## config.mk

```make
export PLATFORM = sky130hd
export DESIGN_NAME = debug_uart_regs
export DESIGN_NICKNAME = d
export VERILOG_FILES = /design/src/dbg_uart_pkg.sv /design/src/baud_tick_gen.sv /design/src/debug_uart_regs.sv
export VERILOG_INCLUDE_DIRS = /design/src
export SDC_FILE = /design/constraint.sdc
export NUM_CORES = 1
export LEC_CHECK = 0
export ABC_AREA = 1
export BUFFER_PORTS_ARGS = -buffer_cell sky130_fd_sc_hd__buf_2
export CAP_MARGIN = 20
export CORE_UTILIZATION = 40
export DETAILED_ROUTE_END_ITERATION = 10
export PLACE_DENSITY = 0.66
export SETUP_SLACK_MARGIN = 0.3
export SYNTH_ARGS = -nofsm -noshare
export SYNTH_HDL_FRONTEND = slang
export SYNTH_SLANG_ARGS = --single-unit
```

## constraint.sdc

```tcl
create_clock -name clk -period 7.2 [get_ports clk]
set_clock_uncertainty 0.2 [all_clocks]
set_input_delay 0.36 -clock clk [delete_from_list [all_inputs] [get_ports clk]]
set_output_delay 0.36 -clock clk [all_outputs]
set_load 0.01 [all_outputs]
```

## src/dbg_uart_params.svh

```systemverilog
`ifndef DBG_UART_PARAMS_SVH
`define DBG_UART_PARAMS_SVH

// Register byte offsets
`define DBG_ADDR_W 8
`define OFF_CTRL 8'h00
`define OFF_MODE 8'h04
`define OFF_IRQ_SET 8'h08
`define OFF_IRQ_CLR 8'h0C
`define OFF_IRQ_VIEW 8'h10
`define OFF_STATUS 8'h14
`define OFF_RX_HOLD 8'h18
`define OFF_TX_HOLD 8'h1C
`define OFF_BAUD 8'h20

// Shared interrupt and status bit layout
`define BIT_RX_READY 0
`define BIT_TX_READY 1
`define BIT_RX_DMA_DONE 3
`define BIT_TX_DMA_DONE 4
`define BIT_OVERRUN 5
`define BIT_FRAMING 6
`define BIT_PARITY 7
`define BIT_TX_IDLE 9
`define BIT_TX_BUF_EMPTY 11
`define BIT_RX_BUF_FULL 12
`define BIT_DBG_WR 30
`define BIT_DBG_RD 31
`define IRQ_DEFINED 32'hC000_1AFB

// Control register command bits
`define CR_RX_RESET 2
`define CR_TX_RESET 3
`define CR_RX_ON 4
`define CR_RX_OFF 5
`define CR_TX_ON 6
`define CR_TX_OFF 7
`define CR_ERR_CLR 8

// Mode register fields
`define MR_MODE_LO 14
`define MR_PAR_LO 9
`define MR_PAR_RESET 3'h0

// Baud generator
`define DIV_W 16
`define BAUD_CNT_W 20
`define DIV_OFF 16'h0000
`define DIV_PASS 16'h0001
`define RESET_WORD 32'h0000_0000

`endif

```

## src/dbg_uart_pkg.sv

```systemverilog
`default_nettype none
package dbg_uart_pkg;

    typedef enum logic [2:0] {
        TX_OFF = 3'b001,
        TX_EMPTY = 3'b010,
        TX_FULL = 3'b100
    } tx_state_e;

    typedef enum logic [1:0] {
        MODE_NORMAL = 2'b00,
        MODE_ECHO = 2'b01,
        MODE_LOCAL = 2'b10,
        MODE_REMOTE = 2'b11
    } chan_mode_e;

    typedef struct packed {
        logic valid;
        logic [7:0] data;
        logic frame_err;
        logic parity_err;
    } rx_event_s;

    typedef struct packed {
        logic rx_done;
        logic tx_done;
        logic tx_buf_empty;
        logic rx_buf_full;
    } dma_status_s;

endpackage
`default_nettype wire

```

## src/baud_tick_gen.sv

```systemverilog
`timescale 1ns/10ps
`default_nettype none
`include "dbg_uart_params.svh"

module baud_tick_gen (
    input wire logic clk, // Master clock
    input wire logic rst_n, // Synchronous reset
    input wire logic [`DIV_W-1:0] divisor, // Divisor value
    output logic baud_tick // Baud clock pulse
);
    logic [`BAUD_CNT_W-1:0] cnt_q;
    logic [`BAUD_CNT_W-1:0] cnt_d;
    logic [`BAUD_CNT_W-1:0] last;
    logic tick_q;
    logic tick_d;
    logic dividing;

    assign last = {divisor, 4'h0} - 20'h0_0001;
    assign dividing = divisor > `DIV_PASS;
    assign cnt_d = (!dividing || cnt_q >= last) ? 20'h0_0000 : cnt_q + 20'h0_0001;
    assign tick_d = (divisor == `DIV_PASS) | (dividing & (cnt_q == last));
    assign baud_tick = tick_q;

    always_ff @(posedge clk)
    begin
        if (!rst_n)
        begin
            cnt_q <= 20'h0_0000;
            tick_q <= 1'b0;
        end
        else
        begin
            cnt_q <= cnt_d;
            tick_q <= tick_d;
        end
    end
endmodule
`default_nettype wire

```

## src/debug_uart_regs.sv

```systemverilog
`timescale 1ns/10ps
`default_nettype none
`include "dbg_uart_params.svh"

module debug_uart_regs (
    input wire logic clk, // Master clock, 125 MHz
    input wire logic rst_n, // Synchronous reset
    input wire logic psel, // APB select
    input wire logic penable, // APB enable
    input wire logic pwrite, // APB direction
    input wire logic [`DBG_ADDR_W-1:0] paddr, // APB byte address
    input wire logic [31:0] pwdata, // APB write data
    output logic [31:0] prdata, // APB read data
    output logic pready, // APB ready
    output logic pslverr, // APB error, unmapped address
    input wire dbg_uart_pkg::rx_event_s rx_in, // Character from receive shifter
    input wire logic tx_shift_ready, // Transmit shifter can take a character
    input wire logic tx_shifting, // Transmit shifter busy
    input wire logic tx_shift_bit, // Transmit shifter serial output
    output logic tx_load, // Character handed to shifter
    output logic [7:0] char_to_send, // Character for the shifter
    output logic rx_shift_bit, // Serial input to receive shifter
    input wire logic serial_in_pin, // Serial line in
    output logic serial_out_pin, // Serial line out
    input wire dbg_uart_pkg::dma_status_s dma_in, // DMA channel status
    input wire logic debug_channel_read_pending, // Debug channel read flag
    input wire logic debug_channel_write_pending, // Debug channel write flag
    output logic rx_enable, // Receiver enabled
    output logic tx_enable, // Transmitter active
    output logic [2:0] parity_mode, // Parity selection
    output logic baud_tick, // Baud clock pulse
    output logic rx_dma_request, // Receive DMA trigger
    output logic tx_dma_request, // Transmit DMA trigger
    output logic irq // Interrupt request
);
    function automatic logic hit(input logic [`DBG_ADDR_W-1:0] a,
        input logic [`DBG_ADDR_W-1:0] off);
        return a == off;
    endfunction

    logic setup;
    logic access;
    logic wr;
    logic sel_ctrl;
    logic sel_mode;
    logic sel_iset;
    logic sel_iclr;
    logic sel_iview;
    logic sel_stat;
    logic sel_rhr;
    logic sel_thr;
    logic sel_baud;
    logic mapped;
    logic wr_ctrl;
    logic wr_mode;
    logic wr_iset;
    logic wr_iclr;
    logic wr_thr;
    logic wr_baud;
    logic rhr_read;
    logic [31:0] rd_mux;
    logic [31:0] mode_view;
    logic [31:0] prdata_q;
    logic err_q;

    logic [31:0] irq_mask_q;
    logic [31:0] irq_mask_d;
    logic [31:0] line_status;
    logic irq_q;
    dbg_uart_pkg::chan_mode_e mode_q;
    logic [2:0] par_q;
    logic [`DIV_W-1:0] divisor_value_q;

    logic rx_en_q;
    logic rx_en_d;
    logic rx_load;
    logic rx_late_q;
    logic rx_clear;
    logic receive_ready_q;
    logic receive_ready_d;
    logic [7:0] received_char_q;
    logic [2:0] err_flags_q;
    logic [2:0] err_set;
    logic err_clr;

    logic tx_en_q;
    logic tx_en_d;
    dbg_uart_pkg::tx_state_e tx_state_q;
    dbg_uart_pkg::tx_state_e tx_state_d;
    logic [7:0] char_to_send_q;
    logic serial_out_q;
    logic serial_out_d;
    logic rx_bit_q;
    logic rx_bit_d;

    // Bus decode
    assign setup = psel & !penable;
    assign access = psel & penable;
    assign wr = access & pwrite;
    assign sel_ctrl = hit(paddr, `OFF_CTRL);
    assign sel_mode = hit(paddr, `OFF_MODE);
    assign sel_iset = hit(paddr, `OFF_IRQ_SET);
    assign sel_iclr = hit(paddr, `OFF_IRQ_CLR);
    assign sel_iview = hit(paddr, `OFF_IRQ_VIEW);
    assign sel_stat = hit(paddr, `OFF_STATUS);
    assign sel_rhr = hit(paddr, `OFF_RX_HOLD);
    assign sel_thr = hit(paddr, `OFF_TX_HOLD);
    assign sel_baud = hit(paddr, `OFF_BAUD);
    assign mapped = sel_ctrl | sel_mode | sel_iset | sel_iclr | sel_iview | sel_stat
        | sel_rhr | sel_thr | sel_baud;
    assign wr_ctrl = wr & sel_ctrl;
    assign wr_mode = wr & sel_mode;
    assign wr_iset = wr & sel_iset;
    assign wr_iclr = wr & sel_iclr;
    assign wr_thr = wr & sel_thr;
    assign wr_baud = wr & sel_baud;
    assign rhr_read = access & !pwrite & sel_rhr;

    assign pready = 1'b1;
    assign prdata = prdata_q;
    assign pslverr = access & err_q;

    assign mode_view = ({30'h0, mode_q} << `MR_MODE_LO)
        | ({29'h0, par_q} << `MR_PAR_LO);
    assign rd_mux = sel_mode ? mode_view
        : sel_iview ? irq_mask_q
        : sel_stat ? line_status
        : sel_rhr ? {24'h00_0000, received_char_q}
        : sel_baud ? {16'h0000, divisor_value_q}
        : `RESET_WORD;

    assign irq_mask_d = (irq_mask_q | ({32{wr_iset}} & pwdata & `IRQ_DEFINED))
        & ~({32{wr_iclr}} & pwdata);

    always_comb
    begin
        line_status = `RESET_WORD;
        line_status[`BIT_RX_READY] = receive_ready_q;
        line_status[`BIT_TX_READY] = tx_state_q == dbg_uart_pkg::TX_EMPTY;
        line_status[`BIT_RX_DMA_DONE] = dma_in.rx_done;
        line_status[`BIT_TX_DMA_DONE] = dma_in.tx_done;
        line_status[`BIT_OVERRUN] = err_flags_q[0];
        line_status[`BIT_FRAMING] = err_flags_q[1];
        line_status[`BIT_PARITY] = err_flags_q[2];
        line_status[`BIT_TX_IDLE] = (tx_state_q == dbg_uart_pkg::TX_EMPTY) & !tx_shifting;
        line_status[`BIT_TX_BUF_EMPTY] = dma_in.tx_buf_empty;
        line_status[`BIT_RX_BUF_FULL] = dma_in.rx_buf_full;
        line_status[`BIT_DBG_WR] = debug_channel_write_pending;
        line_status[`BIT_DBG_RD] = debug_channel_read_pending;
    end

    // Receive path
    assign rx_en_d = (wr_ctrl & (pwdata[`CR_RX_RESET] | pwdata[`CR_RX_OFF])) ? 1'b0
        : (wr_ctrl & pwdata[`CR_RX_ON]) ? 1'b1 : rx_en_q;
    assign rx_load = rx_in.valid & rx_en_q & (mode_q != dbg_uart_pkg::MODE_REMOTE);
    assign rx_clear = rhr_read & !rx_late_q;
    assign receive_ready_d = rx_en_d & (rx_load | (receive_ready_q & !rx_clear));
    assign err_set = {rx_load & rx_in.parity_err, rx_load & rx_in.frame_err,
        rx_load & receive_ready_q & !rx_clear};
    assign err_clr = wr_ctrl & pwdata[`CR_ERR_CLR];

    // Transmit path
    assign tx_en_d = (wr_ctrl & (pwdata[`CR_TX_RESET] | pwdata[`CR_TX_OFF])) ? 1'b0
        : (wr_ctrl & pwdata[`CR_TX_ON]) ? 1'b1 : tx_en_q;
    assign tx_load = (tx_state_q == dbg_uart_pkg::TX_FULL) & tx_shift_ready
        & (mode_q != dbg_uart_pkg::MODE_REMOTE);

    always_comb
    begin
        tx_state_d = tx_state_q;
        unique case (tx_state_q)
            dbg_uart_pkg::TX_OFF:
            begin
                if (tx_en_d)
                    tx_state_d = dbg_uart_pkg::TX_EMPTY;
            end
            dbg_uart_pkg::TX_EMPTY:
            begin
                if (!tx_en_d)
                    tx_state_d = dbg_uart_pkg::TX_OFF;
                else if (wr_thr)
                    tx_state_d = dbg_uart_pkg::TX_FULL;
            end
            dbg_uart_pkg::TX_FULL:
            begin
                if (wr_ctrl & pwdata[`CR_TX_RESET])
                    tx_state_d = dbg_uart_pkg::TX_OFF;
                else if (tx_load)
                    tx_state_d = tx_en_d ? dbg_uart_pkg::TX_EMPTY : dbg_uart_pkg::TX_OFF;
            end
            default:
                tx_state_d = dbg_uart_pkg::TX_OFF;
        endcase
    end

    assign serial_out_d = (mode_q == dbg_uart_pkg::MODE_LOCAL) ? 1'b1
        : (mode_q == dbg_uart_pkg::MODE_NORMAL) ? tx_shift_bit : serial_in_pin;
    assign rx_bit_d = (mode_q == dbg_uart_pkg::MODE_LOCAL) ? tx_shift_bit
        : (mode_q == dbg_uart_pkg::MODE_REMOTE) ? 1'b1 : serial_in_pin;

    always_ff @(posedge clk)
    begin
        if (!rst_n)
        begin
            prdata_q <= `RESET_WORD;
            err_q <= 1'b0;
            irq_mask_q <= `RESET_WORD;
            irq_q <= 1'b0;
            mode_q <= dbg_uart_pkg::MODE_NORMAL;
            par_q <= `MR_PAR_RESET;
            divisor_value_q <= `DIV_OFF;
            rx_en_q <= 1'b0;
            rx_late_q <= 1'b0;
            receive_ready_q <= 1'b0;
            received_char_q <= 8'h00;
            err_flags_q <= 3'h0;
            tx_en_q <= 1'b0;
            tx_state_q <= dbg_uart_pkg::TX_OFF;
            char_to_send_q <= 8'h00;
            serial_out_q <= 1'b1;
            rx_bit_q <= 1'b1;
        end
        else
        begin
            if (setup)
            begin
                prdata_q <= rd_mux;
                err_q <= !mapped;
            end
            rx_late_q <= setup & rx_load;
            irq_mask_q <= irq_mask_d;
            irq_q <= |(line_status & irq_mask_q);
            if (wr_mode)
            begin
                mode_q <= dbg_uart_pkg::chan_mode_e'(pwdata[`MR_MODE_LO +: 2]);
                par_q <= pwdata[`MR_PAR_LO +: 3];
            end
            if (wr_baud)
                divisor_value_q <= pwdata[`DIV_W-1:0];
            rx_en_q <= rx_en_d;
            receive_ready_q <= receive_ready_d;
            if (rx_load)
                received_char_q <= rx_in.data;
            err_flags_q <= err_set | (err_flags_q & ~{3{err_clr}});
            tx_en_q <= tx_en_d;
            tx_state_q <= tx_state_d;
            if (wr_thr && tx_state_q != dbg_uart_pkg::TX_OFF)
                char_to_send_q <= pwdata[7:0];
            serial_out_q <= serial_out_d;
            rx_bit_q <= rx_bit_d;
        end
    end

    baud_tick_gen baud_tick_gen_inst (
        .clk(clk),
        .rst_n(rst_n),
        .divisor(divisor_value_q),
        .baud_tick(baud_tick)
    );

    assign char_to_send = char_to_send_q;
    assign rx_shift_bit = rx_bit_q;
    assign serial_out_pin = serial_out_q;
    assign rx_enable = rx_en_q;
    assign tx_enable = tx_state_q != dbg_uart_pkg::TX_OFF;
    assign parity_mode = par_q;
    assign rx_dma_request = receive_ready_q;
    assign tx_dma_request = line_status[`BIT_TX_READY];
    assign irq = irq_q;
endmodule
`default_nettype wire

```

==> summary.md <==
| Metric | Value |
|---|---|
| Mux cell area share after synthesis | 0 |
| DIE WIDTH | 129.6 um |
| Fraction of synthesized cell area in xor and xnor cells | 0.04036 |
| Setup ws final | between 3000 and 4000 ps |
| Via count | 6,340 |
| Synth Area in Adders | 0.03652 |
| Syn. warnings | 0 |
| CP Launch Type | flop |
| TritonRoute pass-1 iters | 7 |
| Post-Syn Nets | 978 |
| Max Cap Viol | 0 |
| Largest net degree at the start of global routing | around 80 |
| 1st-iter DRT viols | approximately 370 |
| Commonest non-fill, non-tap cell in the layout | nand2_1 |
| Peak supply drop | about 0.17 mV |
| Worst min-delay path class | primary input to flop |
| Worst skew pair latency | between 400 and 500 ps |
| Fmax | 295.3 MHz |
| Hold depth | 3 |
| Worst relative slew slack | 0.4874 |
| CTS tree | yes |
| Max Buffers Root-to-Sink | 2 |
| Min-Delay Startpoint | rx_in[2] |
| Setup violators final | 0 |
| Die ar. | 0.01679 mm2 |
| Tot Pwr | roughly 1.9 mW |
| R2r setup slk | 3810 ps |
| Clk root buf | clkbuf_16 |
| RSZ-0062 raised after global routing | no |
| Syn Area/Cell | roughly 7.3 um2 |
| Total grt overflow | 0 |
| Worst Hold Path EP | received_char_q[0]$_SDFFE_PN0P_ |
| Async set-reset flop share out of synthesis | 0 |
| Status | finished, final reports clean |
| Final core occ | 0.5169 |
| Initial Util | 0.4098 |
| Leak | around 3.7 nW |
| Clock-pin slew on the worst setup and hold paths | roughly 50 ps |
| Hold Vio Cnt, Final | 0 |
| Minimum hold slack | ~4 ps |
| PortBufs | 118 |
| Unique masters post-synth | 41 |
| Pwr dens | about 230 mW/mm2 |
| Min Tclk post-route | ~3400 ps |
| Worst R2R Path Depth | 17 |
| I/O pin total | between 100 and 150 |
| P&R area growth vs syn | 26.14% |
| Routed Antenna Nets | 0 |
| CP required | around 7300 ps |
| Gr usage total | 0.2270 |
| DRC viols | 0 |
| Slew @ Worst Pin | 768.1 ps |
| Seq cells post-synth | between 100 and 150 |
| Slew Limit Fails | 0 |
| Simple-Gate Fraction of Synth Area | 0.2735 |
| Post-synth EDFFs | 0 |
| Placed wire-length estimate | 13,010 um |
| Routed WL | about 19,000 um |
| Critical path type | flop to flop |
| Critical path arrival | ~3500 ps |
| Register area share after synthesis | 0.4182 |
| Share of cells above drive strength 1 | 0.1878 |
| Vias/cell | 5.008 |
| Largest family of logic cells by synthesized area | simple AND/OR/NAND/NOR gates |
| Most frequent cells in the layout | 171 x nand2_1, 136 x dfxtp_1, 118 x buf_2, 104 x nor2_1, 98 x inv_1 |
| Final #Nets | roughly 1.1k |
| Post-synthesis compound-gate area fraction | 0.1430 |
| Clk sinks | ~140 |
| Chip height | around 130 um |
| Vias in the first global route | between 5k and 6k |
| Final worst path period share | 0.4703 |
| Core box area | between 0.015 and 0.02 mm2 |
| Routability Congestion | 0.8301 |
| Mapped cell area | between 0.006 and 0.007 mm2 |
| Worst-path maximum fanout | 20 |
| Reg2reg start | divisor_value_q[0]$_SDFFE_PN0P_ |
| Per-cell routed wire length | between 10 and 15 um |
| Mapped Cells | roughly 890 |
| Initial antenna violation count | 0 |
| Element type at the critical path end | flop |
| Rows | 46 |
| First-pass GRT wire length | about 29,000 um |
| Depth of the CTS H-tree | 4 |
| FF-to-FF End | baud_tick_gen_inst.cnt_q[13]$_SDFF_PP0_ |
| Place WS | about 3800 ps |
| TritonCTS buffer count | 17 |
| Final setup TNS | 0 ps |
| Post-CTS setup buffers | 0 |
| Most used DFF post-synth | dfxtp_1 |
-- registers in the layout, indices dropped and copies added (netlist names), 2 cells and up --
signal and cells:
err_flags_q 3, received_char_q 8, char_to_send 8, parity_mode 3, prdata 32, divisor_value_q 16, mode_q 2, baud_tick_gen_inst.cnt_q 20
tx_state_q 3, irq_mask_q 32
-- area by class of cell --
| type | count | area, um2 |
|---|---|---|
| diodes | 1 | 2.502 |
| clock buffers | 20 | 456.7 |
| clock inverters | 12 | 171.4 |
| fillers | 1595 | 7674 |
| inverters | 109 | 409.1 |
| multi-input cells | 616 | 3216 |
| flip-flops and latches | 136 | 2723 |
| well taps | 216 | 270.3 |
| repair buffers | 156 | 963.4 |
-- worst max-delay path: stages, from the launching register on --
cell and delay [ps]:
dfxtp_1 340, inv_1 130, ha_1 250, nand3_1 120
nor2_1 170, nand2_1 110, nor2_1 200, nand3_1 140
xor2_1 150, inv_1 50, ha_1 280, nand4_1 110
nor2_1 160, nand3_1 120, nand3_1 90, nor2_1 50
nand2_1 470, nor2_1 90
-- layer usage --
| metal | share of wire | track usage | vias up |
|---|---|---|---|
| met1 | 0.46 | 0.3067 | 2930 |
| met3 | 0.058 | 0.05037 | 21 |
| met5 | 0 | 0 | - |
| met2 | 0.46 | 0.3577 | 191 |
| li1 | - | - | 3198 |
| met4 | 0.017 | 0.07456 | 0 |
-- report_power, final --
group	switching [mW]	leakage [nW]	internal, mW	total (mW)
Combinational	0.104	2.32	0.0653	0.169
Clock	0.334	0.314	0.597	0.931
Sequential	0.00672	1.10	0.762	0.769
Total	0.444	3.73	1.42	1.87
-- metrics by stage --
stage                     instances  cell area [um2]
after floorplan                 893             6510
after CTS                      1265             8209
final                          1266             8212
after global routing           1265             8209
after global placement         1198             7231
after detailed placement       1198             7231
-- kinds of logic (layout without fill, tap and decap cells) --
kind of cell | Yosys count | in the layout
AO/OA/AOI/OAI | 171 | 171
XOR/XNOR | 30 | 30
adder cells (fa/ha/maj) | 19 | 19
buffers and inverters | 141 | 297
flip-flops | 136 | 136
other | 1 | 2
AND/OR/NAND/NOR | 395 | 395
-- cells in the mapped netlist (2+ instances only) --
| cell type | count | area (um2) |
|---|---|---|
| nand3_1 | 71 | 355.3 |
| a22oi_1 | 6 | 45.04 |
| buf_1 | 2 | 7.510 |
| buf_4 | 7 | 52.55 |
| dfxtp_1 | 136 | 2723 |
| o211ai_1 | 8 | 60.06 |
| o21ai_0 | 47 | 235.2 |
| nand3_2 | 5 | 50.05 |
| inv_1 | 98 | 367.9 |
| xnor2_1 | 13 | 113.9 |
| o22ai_1 | 3 | 18.77 |
| clkbuf_1 | 15 | 56.30 |
| nor2_1 | 104 | 390.4 |
| xor2_1 | 17 | 148.9 |
| a31oi_1 | 7 | 43.79 |
| nor3_1 | 6 | 30.03 |
| nor3_2 | 2 | 20.02 |
| a211oi_1 | 3 | 22.52 |
| nand2_2 | 3 | 18.77 |
| o21ai_1 | 17 | 85.08 |
| nand4_1 | 8 | 50.05 |
| buf_2 | 7 | 35.03 |
| nor2_2 | 12 | 75.07 |
| a21oi_1 | 75 | 375.4 |
| inv_2 | 11 | 41.29 |
| nor2_4 | 7 | 78.83 |
| nand2_1 | 171 | 641.9 |
| ha_1 | 19 | 237.7 |
-- timing repair --
item / in CTS / in global routing
resized for setup: 0 / 0
endpoints found under the hold margin: 34 / 0
hold buffers: 35 / 0
-- worst max-delay path by stage --
stage | startpoint | endpoint | slack, ps | depth (start not counted)
CTS | divisor_value_q[0]$_SDFFE_PN0P_ | baud_tick_gen_inst.cnt_q[6]$_SDFF_PP0_ | 3750 | 17
finish | divisor_value_q[0]$_SDFFE_PN0P_ | baud_tick_gen_inst.cnt_q[13]$_SDFF_PP0_ | 3810 | 17
floorplan | divisor_value_q[0]$_SDFFE_PN0P_ | baud_tick_gen_inst.cnt_q[0]$_SDFF_PP0_ | 4450 | 18
detailed placement | divisor_value_q[0]$_SDFFE_PN0P_ | baud_tick_gen_inst.cnt_q[13]$_SDFF_PP0_ | 3760 | 17
global route | divisor_value_q[0]$_SDFFE_PN0P_ | baud_tick_gen_inst.cnt_q[11]$_SDFF_PP0_ | 3330 | 17
global placement | divisor_value_q[0]$_SDFFE_PN0P_ | baud_tick_gen_inst.cnt_q[15]$_SDFF_PP0_ | 3860 | 17
Note: power is estimated with default switching activity, not from simulation.
